==> src/cdcc_pkg.sv <==
/*
  Shared constants, instruction decode and scan carriers for the character display
  command core.
  Assumes a single 100 MHz clock. No other package is needed.
*/
`default_nettype none

package cdcc_pkg;

  //////////////////////////////////////////////////////////////////////////////
  // timing
  localparam int CLK_PERIOD_NS     = 10;
  localparam int BLINK_HALF_NS     = 500_000_000;
  localparam int BLINK_HALF_CYCLES = BLINK_HALF_NS / CLK_PERIOD_NS;

  //////////////////////////////////////////////////////////////////////////////
  // character store and glyph store layout
  localparam int         BANK_DEPTH   = 40;
  localparam int         VIEW_COLS    = 20;
  localparam int         GLYPH_BITS   = 5;
  localparam logic [6:0] BANK0_LAST   = 7'h27;
  localparam logic [6:0] BANK1_BASE   = 7'h40;
  localparam logic [6:0] BANK1_LAST   = 7'h67;
  localparam logic [6:0] HOME_ADDR    = 7'h00;
  localparam logic [5:0] GLYPH_LAST   = 6'h3F;
  localparam logic [7:0] SPACE_CODE   = 8'h20;
  localparam logic [2:0] CURSOR_ROW   = 3'h7;
  localparam logic [3:0] USER_CODE_HI = 4'h0;

  //////////////////////////////////////////////////////////////////////////////
  // reset values
  localparam logic RST_DIR_INC    = 1'b1;
  localparam logic RST_AUTO_SHIFT = 1'b0;
  localparam logic RST_DISP_ON    = 1'b0;
  localparam logic RST_CURSOR_ON  = 1'b0;
  localparam logic RST_BLINK_ON   = 1'b0;

  //////////////////////////////////////////////////////////////////////////////
  // instruction field positions
  localparam int ENTRY_DIR_BIT   = 1;
  localparam int ENTRY_SHIFT_BIT = 0;
  localparam int DISP_ON_BIT     = 2;
  localparam int DISP_CURSOR_BIT = 1;
  localparam int DISP_BLINK_BIT  = 0;
  localparam int MOVE_VIEW_BIT   = 3;
  localparam int MOVE_RIGHT_BIT  = 2;

  typedef enum logic [8:0] {
    INS_NONE       = 9'h001,
    INS_CLEAR      = 9'h002,
    INS_HOME       = 9'h004,
    INS_ENTRY      = 9'h008,
    INS_DISP       = 9'h010,
    INS_MOVE       = 9'h020,
    INS_FUNC       = 9'h040,
    INS_GLYPH_ADDR = 9'h080,
    INS_CHAR_ADDR  = 9'h100
  } cdcc_instr_e;

  typedef struct packed {
    logic       line;
    logic [4:0] col;
    logic [2:0] row;
  } cdcc_scan_req_s;

  typedef struct packed {
    logic [7:0] code;
    logic [4:0] glyph_row;
    logic       user;
    logic       blank;
    logic       cursor_row;
    logic       blink_full;
  } cdcc_scan_pix_s;

  // highest set bit picks the instruction
  function automatic cdcc_instr_e cdcc_decode(input logic [7:0] b);
    cdcc_instr_e k;
    k = INS_NONE;
    if (b[7]) begin
      k = INS_CHAR_ADDR;
    end else if (b[6]) begin
      k = INS_GLYPH_ADDR;
    end else if (b[5]) begin
      k = INS_FUNC;
    end else if (b[4]) begin
      k = INS_MOVE;
    end else if (b[3]) begin
      k = INS_DISP;
    end else if (b[2]) begin
      k = INS_ENTRY;
    end else if (b[1]) begin
      k = INS_HOME;
    end else if (b[0]) begin
      k = INS_CLEAR;
    end
    return k;
  endfunction : cdcc_decode

endpackage : cdcc_pkg

`default_nettype wire

==> src/cdcc_core.sv <==
/*
  Instruction core of a two-line, twenty-column character display: character store,
  glyph store, address counter, view shift, entry mode, display control and blink.
  Assumes a host port where every strobe is one cycle and synchronous to clock, and a
  display scanner that asks for one position and pixel row at a time.
*/
// Local design decisions: the strobed register port and the register offsets.
// Notes on behaviour
// - only addresses 00H-27H and 40H-67H are character store locations.
// - locations off screen still store and return written bytes.
// - unshifted view shows 00-13 on line one, 40-53 on line two.
// - a left shift moves every visible position one address higher, wrapping inside its bank.
// - a right shift moves one lower, wrapping inside its bank.
// - glyph store holds eight 5x8 glyphs at 00H-3FH, one lights a pixel.
// - glyph locations keep only their low five bits.
// - codes 00H-0FH pick glyphs; code bits 2..0 and row form the address.
// - clear fills the character store with 20H, homes counter and view.
// - clear also forces increment and leaves the glyph store alone.
// - home zeroes the counter and view shift, memories untouched.
// - decrement mode steps down; auto shift then shifts the view right.
// - increment mode steps up; auto shift then shifts the view left.
// - entry mode bit 0 enables auto shift, bit 1 picks direction.
// - no view shift after character reads or any glyph access.
// - display control bit 2 blanks or shows the screen.
// - display control bit 1 draws the cursor on pixel row eight.
// - bit 0 alternates the cursor character with a full block, 50% duty.
// - counter wraps 27H to 40H and 67H to 00H, reversed downward.
// - status read returns the counter in 6..0 and a zero wait flag.
// - glyph address set points data accesses at the glyph store; character address set, clear, home and move point them at the character store.
// - reset blanks the store, homes, increments, no shift, display off.
`default_nettype none

module cdcc_core #(
  parameter int unsigned BLINK_HALF = cdcc_pkg::BLINK_HALF_CYCLES
) (
  input  wire logic                     clock,
  input  wire logic                     reset_n,
  input  wire logic                     cmd_or_data_sel,
  input  wire logic [7:0]               wr_data,
  input  wire logic                     wr_strobe,
  input  wire logic                     rd_strobe,
  output logic      [7:0]               rd_data,
  input  wire cdcc_pkg::cdcc_scan_req_s scan_req,
  output cdcc_pkg::cdcc_scan_pix_s      scan_pix
);

  if (BLINK_HALF < 1) begin : g_bad_blink
    $error("BLINK_HALF must be at least one cycle");
  end

  //////////////////////////////////////////////////////////////////////////////
  // state
  logic [7:0]            char_mem [0:79];
  logic [4:0]            glyph_mem [0:63];
  logic [79:0]           blank_r;
  logic [6:0]            address_counter_r;
  logic [6:0]            address_counter_nxt;
  logic                  glyph_sel_r;
  logic                  glyph_sel_nxt;
  logic [5:0]            shift_r;
  logic [5:0]            shift_nxt;
  logic                  dir_inc_r;
  logic                  auto_shift_r;
  logic                  disp_on_r;
  logic                  cursor_on_r;
  logic                  blink_on_r;
  logic                  blink_phase_r;
  logic [31:0]           blink_cnt_r;
  logic [7:0]            rd_data_r;
  logic [7:0]            rd_data_nxt;
  cdcc_pkg::cdcc_scan_pix_s scan_pix_r;
  cdcc_pkg::cdcc_scan_pix_s scan_pix_nxt;

  //////////////////////////////////////////////////////////////////////////////
  // helpers

  function automatic logic char_ok(input logic [6:0] a);
    return (a[5:0] <= cdcc_pkg::BANK0_LAST[5:0]);
  endfunction : char_ok

  function automatic logic [6:0] char_index(input logic [6:0] a);
    return a[6] ? (7'(a[5:0]) + 7'(cdcc_pkg::BANK_DEPTH)) : 7'(a[5:0]);
  endfunction : char_index

  function automatic logic [6:0] char_step(input logic [6:0] a, input logic up);
    logic [6:0] n;
    n = up ? 7'(a + 7'h01) : 7'(a - 7'h01);
    if (up && a == cdcc_pkg::BANK0_LAST) begin
      n = cdcc_pkg::BANK1_BASE;
    end else if (up && a == cdcc_pkg::BANK1_LAST) begin
      n = cdcc_pkg::HOME_ADDR;
    end else if (!up && a == cdcc_pkg::BANK1_BASE) begin
      n = cdcc_pkg::BANK0_LAST;
    end else if (!up && a == cdcc_pkg::HOME_ADDR) begin
      n = cdcc_pkg::BANK1_LAST;
    end
    return n;
  endfunction : char_step

  function automatic logic [5:0] shift_step(input logic [5:0] s, input logic left);
    logic [5:0] n;
    n = s;
    if (left) begin
      n = (s == 6'(cdcc_pkg::BANK_DEPTH - 1)) ? 6'h00 : 6'(s + 6'h01);
    end else begin
      n = (s == 6'h00) ? 6'(cdcc_pkg::BANK_DEPTH - 1) : 6'(s - 6'h01);
    end
    return n;
  endfunction : shift_step

  // unmapped store still answers; blanked cells read as space
  function automatic logic [7:0] char_read(input logic [6:0] a);
    logic [6:0] i;
    i = char_index(a);
    if (!char_ok(a) || blank_r[i]) begin
      return cdcc_pkg::SPACE_CODE;
    end
    return char_mem[i];
  endfunction : char_read

  //////////////////////////////////////////////////////////////////////////////
  // host decode
  cdcc_pkg::cdcc_instr_e ins;
  wire logic cmd_wr     = wr_strobe & ~cmd_or_data_sel;
  wire logic dat_wr     = wr_strobe & cmd_or_data_sel;
  wire logic stat_rd    = rd_strobe & ~cmd_or_data_sel;
  wire logic dat_rd     = rd_strobe & cmd_or_data_sel;
  wire logic dat_acc    = dat_wr | dat_rd;
  assign ins = cdcc_pkg::cdcc_decode(wr_data);
  wire logic is_clear   = cmd_wr && (ins == cdcc_pkg::INS_CLEAR);
  wire logic is_home    = cmd_wr && (ins == cdcc_pkg::INS_HOME);
  wire logic is_entry   = cmd_wr && (ins == cdcc_pkg::INS_ENTRY);
  wire logic is_disp    = cmd_wr && (ins == cdcc_pkg::INS_DISP);
  wire logic is_move    = cmd_wr && (ins == cdcc_pkg::INS_MOVE);
  wire logic is_gaddr   = cmd_wr && (ins == cdcc_pkg::INS_GLYPH_ADDR);
  wire logic is_caddr   = cmd_wr && (ins == cdcc_pkg::INS_CHAR_ADDR);
  wire logic move_right = wr_data[cdcc_pkg::MOVE_RIGHT_BIT];
  wire logic move_view  = wr_data[cdcc_pkg::MOVE_VIEW_BIT];

  wire logic [6:0] ac_idx     = char_index(address_counter_r);
  wire logic       ac_ok      = char_ok(address_counter_r);
  localparam logic [5:0] GLYPH_NEG = cdcc_pkg::GLYPH_LAST;
  wire logic [5:0] glyph_addr = address_counter_r[5:0];
  wire logic [6:0] ac_stepped = glyph_sel_r
                              ? {1'b0, 6'(glyph_addr + (dir_inc_r ? 6'h01 : GLYPH_NEG))}
                              : char_step(address_counter_r, dir_inc_r);

  //////////////////////////////////////////////////////////////////////////////
  // address counter and target store
  // clear and home zero the counter
  assign address_counter_nxt =
      (is_clear | is_home)      ? cdcc_pkg::HOME_ADDR :
      is_caddr                  ? wr_data[6:0] :
      is_gaddr                  ? {1'b0, wr_data[5:0]} :
      is_move                   ? char_step(address_counter_r, move_right) :
      dat_acc                   ? ac_stepped :
                                  address_counter_r;

  // glyph address set picks the glyph store; character address set, clear, home and move pick the character store
  assign glyph_sel_nxt = is_gaddr ? 1'b1 :
                         (is_clear | is_home | is_caddr | is_move) ? 1'b0 :
                         glyph_sel_r;

  //////////////////////////////////////////////////////////////////////////////
  // view shift
  // auto shift only on character writes, never on reads
  wire logic auto_step = dat_wr & ~glyph_sel_r & auto_shift_r;
  wire logic move_step = is_move & move_view;
  wire logic view_left = auto_step ? dir_inc_r : ~move_right;
  assign shift_nxt = (is_clear | is_home)     ? 6'h00 :
                     (auto_step | move_step)  ? shift_step(shift_r, view_left) :
                                                shift_r;

  //////////////////////////////////////////////////////////////////////////////
  // read data
  // status carries a zero wait flag
  // process form so that store updates retrigger the read path
  always_comb begin
    rd_data_nxt = 8'h00;
    if (stat_rd) begin
      rd_data_nxt = {1'b0, address_counter_r};
    end else if (dat_rd && glyph_sel_r) begin
      rd_data_nxt = {3'h0, glyph_mem[glyph_addr]};
    end else if (dat_rd) begin
      rd_data_nxt = char_read(address_counter_r);
    end
  end
  assign rd_data = rd_data_r;

  //////////////////////////////////////////////////////////////////////////////
  // control registers
  // all updates land in one cycle
  always_ff @(posedge clock or negedge reset_n) begin
    if (!reset_n) begin
      address_counter_r <= cdcc_pkg::HOME_ADDR;
      glyph_sel_r       <= 1'b0;
      shift_r           <= 6'h00;
      dir_inc_r         <= cdcc_pkg::RST_DIR_INC;
      auto_shift_r      <= cdcc_pkg::RST_AUTO_SHIFT;
      disp_on_r         <= cdcc_pkg::RST_DISP_ON;
      cursor_on_r       <= cdcc_pkg::RST_CURSOR_ON;
      blink_on_r        <= cdcc_pkg::RST_BLINK_ON;
      blank_r           <= '1;
      rd_data_r         <= 8'h00;
    end else begin
      address_counter_r <= address_counter_nxt;
      glyph_sel_r       <= glyph_sel_nxt;
      shift_r           <= shift_nxt;
      rd_data_r         <= rd_data_nxt;
      if (is_entry) begin
        dir_inc_r    <= wr_data[cdcc_pkg::ENTRY_DIR_BIT];
        auto_shift_r <= wr_data[cdcc_pkg::ENTRY_SHIFT_BIT];
      end else if (is_clear) begin
        dir_inc_r <= 1'b1;
      end
      if (is_disp) begin
        disp_on_r   <= wr_data[cdcc_pkg::DISP_ON_BIT];
        cursor_on_r <= wr_data[cdcc_pkg::DISP_CURSOR_BIT];
        blink_on_r  <= wr_data[cdcc_pkg::DISP_BLINK_BIT];
      end
      // clear blanks every cell at once
      if (is_clear) begin
        blank_r <= '1;
      end else if (dat_wr && !glyph_sel_r && ac_ok) begin
        blank_r[ac_idx] <= 1'b0;
      end
    end
  end

  //////////////////////////////////////////////////////////////////////////////
  // memories
  // any valid location stores host bytes
  always_ff @(posedge clock) begin
    if (dat_wr && !glyph_sel_r && ac_ok) begin
      char_mem[ac_idx] <= wr_data;
    end
  end

  // five bits kept per glyph location
  always_ff @(posedge clock) begin
    if (dat_wr && glyph_sel_r) begin
      glyph_mem[glyph_addr] <= wr_data[cdcc_pkg::GLYPH_BITS-1:0];
    end
  end

  //////////////////////////////////////////////////////////////////////////////
  // blink divider
  // half second phase
  wire logic blink_tick = (blink_cnt_r == BLINK_HALF - 1);
  always_ff @(posedge clock or negedge reset_n) begin
    if (!reset_n) begin
      blink_cnt_r   <= 32'h0;
      blink_phase_r <= 1'b0;
    end else begin
      blink_cnt_r <= blink_tick ? 32'h0 : 32'(blink_cnt_r + 32'h1);
      if (blink_tick) begin
        blink_phase_r <= ~blink_phase_r;
      end
    end
  end

  //////////////////////////////////////////////////////////////////////////////
  // scan port
  // position to address through the shift offset
  wire logic [6:0] view_sum  = 7'(scan_req.col) + 7'(shift_r);
  wire logic [6:0] view_off  = (view_sum >= 7'(cdcc_pkg::BANK_DEPTH))
                             ? 7'(view_sum - 7'(cdcc_pkg::BANK_DEPTH)) : view_sum;
  wire logic [6:0] view_addr = scan_req.line ? (cdcc_pkg::BANK1_BASE | view_off) : view_off;
  logic       [7:0] view_code;
  always_comb begin
    view_code = char_read(view_addr);
  end
  wire logic       at_cursor = !glyph_sel_r && (view_addr == address_counter_r);

  always_comb begin
    scan_pix_nxt = '0;
    scan_pix_nxt.code = view_code;
    scan_pix_nxt.glyph_row  = glyph_mem[{view_code[2:0], scan_req.row}];
    scan_pix_nxt.user       = (view_code[7:4] == cdcc_pkg::USER_CODE_HI);
    scan_pix_nxt.blank      = ~disp_on_r;
    scan_pix_nxt.cursor_row = cursor_on_r && at_cursor && (scan_req.row == cdcc_pkg::CURSOR_ROW);
    scan_pix_nxt.blink_full = blink_on_r && at_cursor && blink_phase_r;
  end

  always_ff @(posedge clock or negedge reset_n) begin
    if (!reset_n) begin
      scan_pix_r <= '0;
    end else begin
      scan_pix_r <= scan_pix_nxt;
    end
  end
  assign scan_pix = scan_pix_r;
endmodule : cdcc_core

`default_nettype wire

==> config.mk <==
export PLATFORM = sky130hd
export DESIGN_NAME = cdcc_core
export DESIGN_NICKNAME = d
export VERILOG_FILES = /design/src/cdcc_pkg.sv /design/src/cdcc_core.sv
export SDC_FILE = /design/constraint.sdc
export NUM_CORES = 2
export LEC_CHECK = 0
export BUFFER_PORTS_ARGS = -buffer_cell sky130_fd_sc_hd__buf_2
export CAP_MARGIN = 30
export CORE_MARGIN = 2
export CORE_UTILIZATION = 30
export DETAILED_ROUTE_END_ITERATION = 7
export PLACE_DENSITY = 0.56
export SYNTH_ARGS = -nofsm -noshare
export SYNTH_HDL_FRONTEND = slang
export SYNTH_SLANG_ARGS = --single-unit
==> constraint.sdc <==
create_clock -name clock -period 7.7 [get_ports clock]
set_input_delay 1.54 -clock clock [delete_from_list [all_inputs] [get_ports clock]]
set_output_delay 1.54 -clock clock [all_outputs]
set_load 0.05 [all_outputs]
==> impl_results.md <==
* Outcome: finished, final reports clean
* Crit path kind: in2reg
* Final layout net count at 3,640
* Reg2Reg Depth at 25
* Reg clk slew, reported paths at 60 ps
* Die width at 422.8 um
* Vert. Die Dim at 422.8 um
* Final min period at 7009 ps
* Crit-path max FO at 24
* Tcrit/Tclk final at 91.03%
* FF-to-FF End: scan_pix[7]
* First-pass DRT Iterations at 8
* CTS tree: done
* Clk buf depth at 3
* Reg-to-reg setup timing slack at 1040 ps
* CTS buffer count at 118
* Clock skew at 74.96 ps
* Register area share after synthesis at 62.44%
* Final wirelength at 184,200 um
* F_max at 142.7 MHz
* Die area at 178,800 um^2
* Via count at 36,210
* Routed WL per cell at 30.58 um
* Hold_buf cts at 0
* Mapped Area at 52,620 um^2
* Yosys warnings at 0
* Setup TNS at 0 ps
* Detail Route Antenna Nets at 0
* Resize count post-CTS at 0
* Setup violations, final at 0
* Row cnt at 153
* Number of global-route vias before repair at 35,540
* Yosys cell types at 91
* Global route overflow at 0
* Main synth FF type: edfxtp_1
* Fraction of registers with async set or reset after synthesis at 14.06%
* Worst vdd ir at 0.0004993 V
* RR Startpoint: shift_r[0]
* Unrepaired setup endpoints after global routing: false
* Worst setup SP type: primary input
* Overall Global Routing Usage at 20.05%
* Area growth from synthesis to final layout at 13.81%
* Hold Vio Cnt, Final at 0
* CTS sink count at 1,117
* Syn Area/Cell at 14.65 um^2
* Syn Nets at 3,635
* Switching Fraction at 41.86%
* Initial antenna violation count at 5
* Iter 0 DRT Violations at 5,210
* Commonest cells after routing, fill and taps aside: edfxtp_1 (960), mux4_2 (300), nor2_1 (229)
* Gp weighted congestion at 0.9059
* Combinational share of power at 48.1%
* Register bit count reported by yosys at 1,117
* Post-synth EDFFs at 960
* Largest net degree at the start of global routing at 135
* # IOs at 47
* Endpoint class of the critical path: flop
* Post-DR vias/cell at 6.009
* Clock Latency Late Sink at 790 ps
* Clock root cell: clkbuf_16
* WP data required at 8400 ps
* # Post-CTS Setup Buffers at 0
* Initial Utilization at 30.24%
* Static leakage at 19.35 nW
* Yosys top cell area share at 54.78%
* Layout cells sized above 1 at 21.96%
* Pwr per Cell Area at 414.4 nW/um^2
* First-pass GRT wire length at 262,100 um
* Util after Layout at 34.42%
* Post-Syn Instances at 3,592
* Synth area leaders: edfxtp_1 (55%), mux4_2 (13%), dfstp_2 (4.0%)
* HP Start: disp_on_r
* Commonest non-fill, non-tap cell in the layout: edfxtp_1
* Worst Hold Path EP: scan_pix[2]
* Number of stages on the worst hold path at 1
* Sw power at 0.01039 W
* Reg power frac at 28.1%
* Core Area at 174,000 um^2
* Yosys top cell by area: edfxtp_1
* CP Data Arrival Time at 7710 ps
* Slew Viols, Final at 0
* DR DRC count at 0
* Slew headroom at 27.13%
* Slew @ Worst Pin at 1093 ps
* Maxcap violations at 0
* Clock share of power at 23.8%
* CTS H-tree lvls at 3
* Internal at 0.01443 W
* Dpl hpwl at 115,200 um
* # port buffers at 46
* Hold Crit Class: reg2reg
* Fill count at 16,520
[metrics by stage]
stage          hold slack [ps]  std cells  cell area [um^2]  power [W]  setup slack [ps]
2_1_floorplan            379.7       3592             52620    0.01456             482.0
3_3_place_gp             402.4       5777             55650    0.01863             201.2
3_5_place_dp             405.0       5800             55880    0.01872             2.370
4_1_cts                  414.3       6020             59870    0.02460             807.3
5_1_grt                  429.6       6023             59880    0.02555             307.1
6_report                 414.2       6025             59890    0.02482             691.0
[synthesized netlist by cell type (all sizes together) (27+ instances only)]
cell type and count:
a21oi 87, a221oi 67, a22o 71, a22oi 149, a31oi 67, buf 68
clkbuf 216, dfrtp 76, dfstp 81, edfxtp 960, inv 33, mux2 28
mux2i 77, mux4 300, nand2 221, nand3 59, nand4 27, nor2 238
nor3 39, o21ai 187, o22ai 228, o41ai 38, xnor2 36
[final cells by class]
| class | instances | area [um^2] | area share [%] |
|---|---|---|---|
| tap | 2325 | 2909 | 4.857 |
| antenna | 3 | 7.507 | 0.01254 |
| sequential | 1117 | 32860 | 54.87 |
| clock buffer | 144 | 3080 | 5.144 |
| clock inverter | 76 | 905.9 | 1.513 |
| inverter | 33 | 126.4 | 0.2110 |
| multi-input combinational | 2158 | 18670 | 31.17 |
| timing repair buffer | 169 | 1330 | 2.221 |
[how the worst max path moves through the flow]
| stage | endpoint | startpoint | slack [ps] | depth (start not counted) |
|---|---|---|---|---|
| CTS | scan_pix[4] | scan_req[3] | 810 | 26 |
| finish | scan_pix[7] | scan_req[3] | 690 | 26 |
| floorplan | scan_pix[5] | scan_req[3] | 480 | 29 |
| global route | scan_pix[6] | scan_req[3] | 310 | 26 |
| detailed placement | scan_pix[4] | scan_req[3] | 2 | 26 |
| global placement | scan_pix[4] | scan_req[3] | 200 | 26 |
[power by group through the flow]
stage          Combinational (W)  Sequential (W)  Clock (W)
2_1_floorplan            0.00744         0.00712          0
3_3_place_gp              0.0115         0.00709          0
3_5_place_dp              0.0116         0.00709          0
4_1_cts                   0.0117         0.00697    0.00596
5_1_grt                   0.0124         0.00698    0.00619
6_report                  0.0119         0.00698    0.00591
[layer usage]
layer,wire length (um),vias to the layer above,global-route usage [%]
li1,-,14760,-
met2,84180,2354,31.07
met5,13,-,0
met4,8433,2,9.006
met1,72170,18690,27.10
met3,19430,402,4.106
[registers in the layout, summed over array words and instances, names as in the netlist, 6 cells and up]
register / flops
blink_cnt_r: 32
rd_data: 8
glyph_mem: 320
scan_pix: 17
address_counter_r: 7
shift_r: 6
blank_r: 80
char_mem: 640
[cells by family (layout without fill, tap and decap cells)]
group           count (synthesis)  count (layout)  synth area share (%)
compound gates                982             982                 12.71
xor+xnor                       59              59                 1.011
fa+ha+maj                      21              21                0.5279
buf+inv                       317             422                 2.435
flops                        1117            1117                 62.44
mux                           405             405                 14.90
other cells                     0               3                     0
simple gates                  691             691                 5.966
[worst max-delay path: stages]
cell      delay (ps)
buf_2            100
ha_4             130
inv_1             50
fa_4             480
nand2b_4         190
a21oi_1          160
xor2_1           210
inv_1            100
ha_1             300
o311a_4          170
or4_1            490
and3_1           230
inv_4            160
ha_1             320
nor2_1           110
o21ai_0          100
nor3_1            80
a41o_1           270
nor3_1           510
nor2_1           250
a21oi_1          210
o311ai_1         190
a21oi_4          610
mux2_2           410
o22ai_1          160
a221o_1          140
Note: power is estimated with default switching activity, not from simulation.
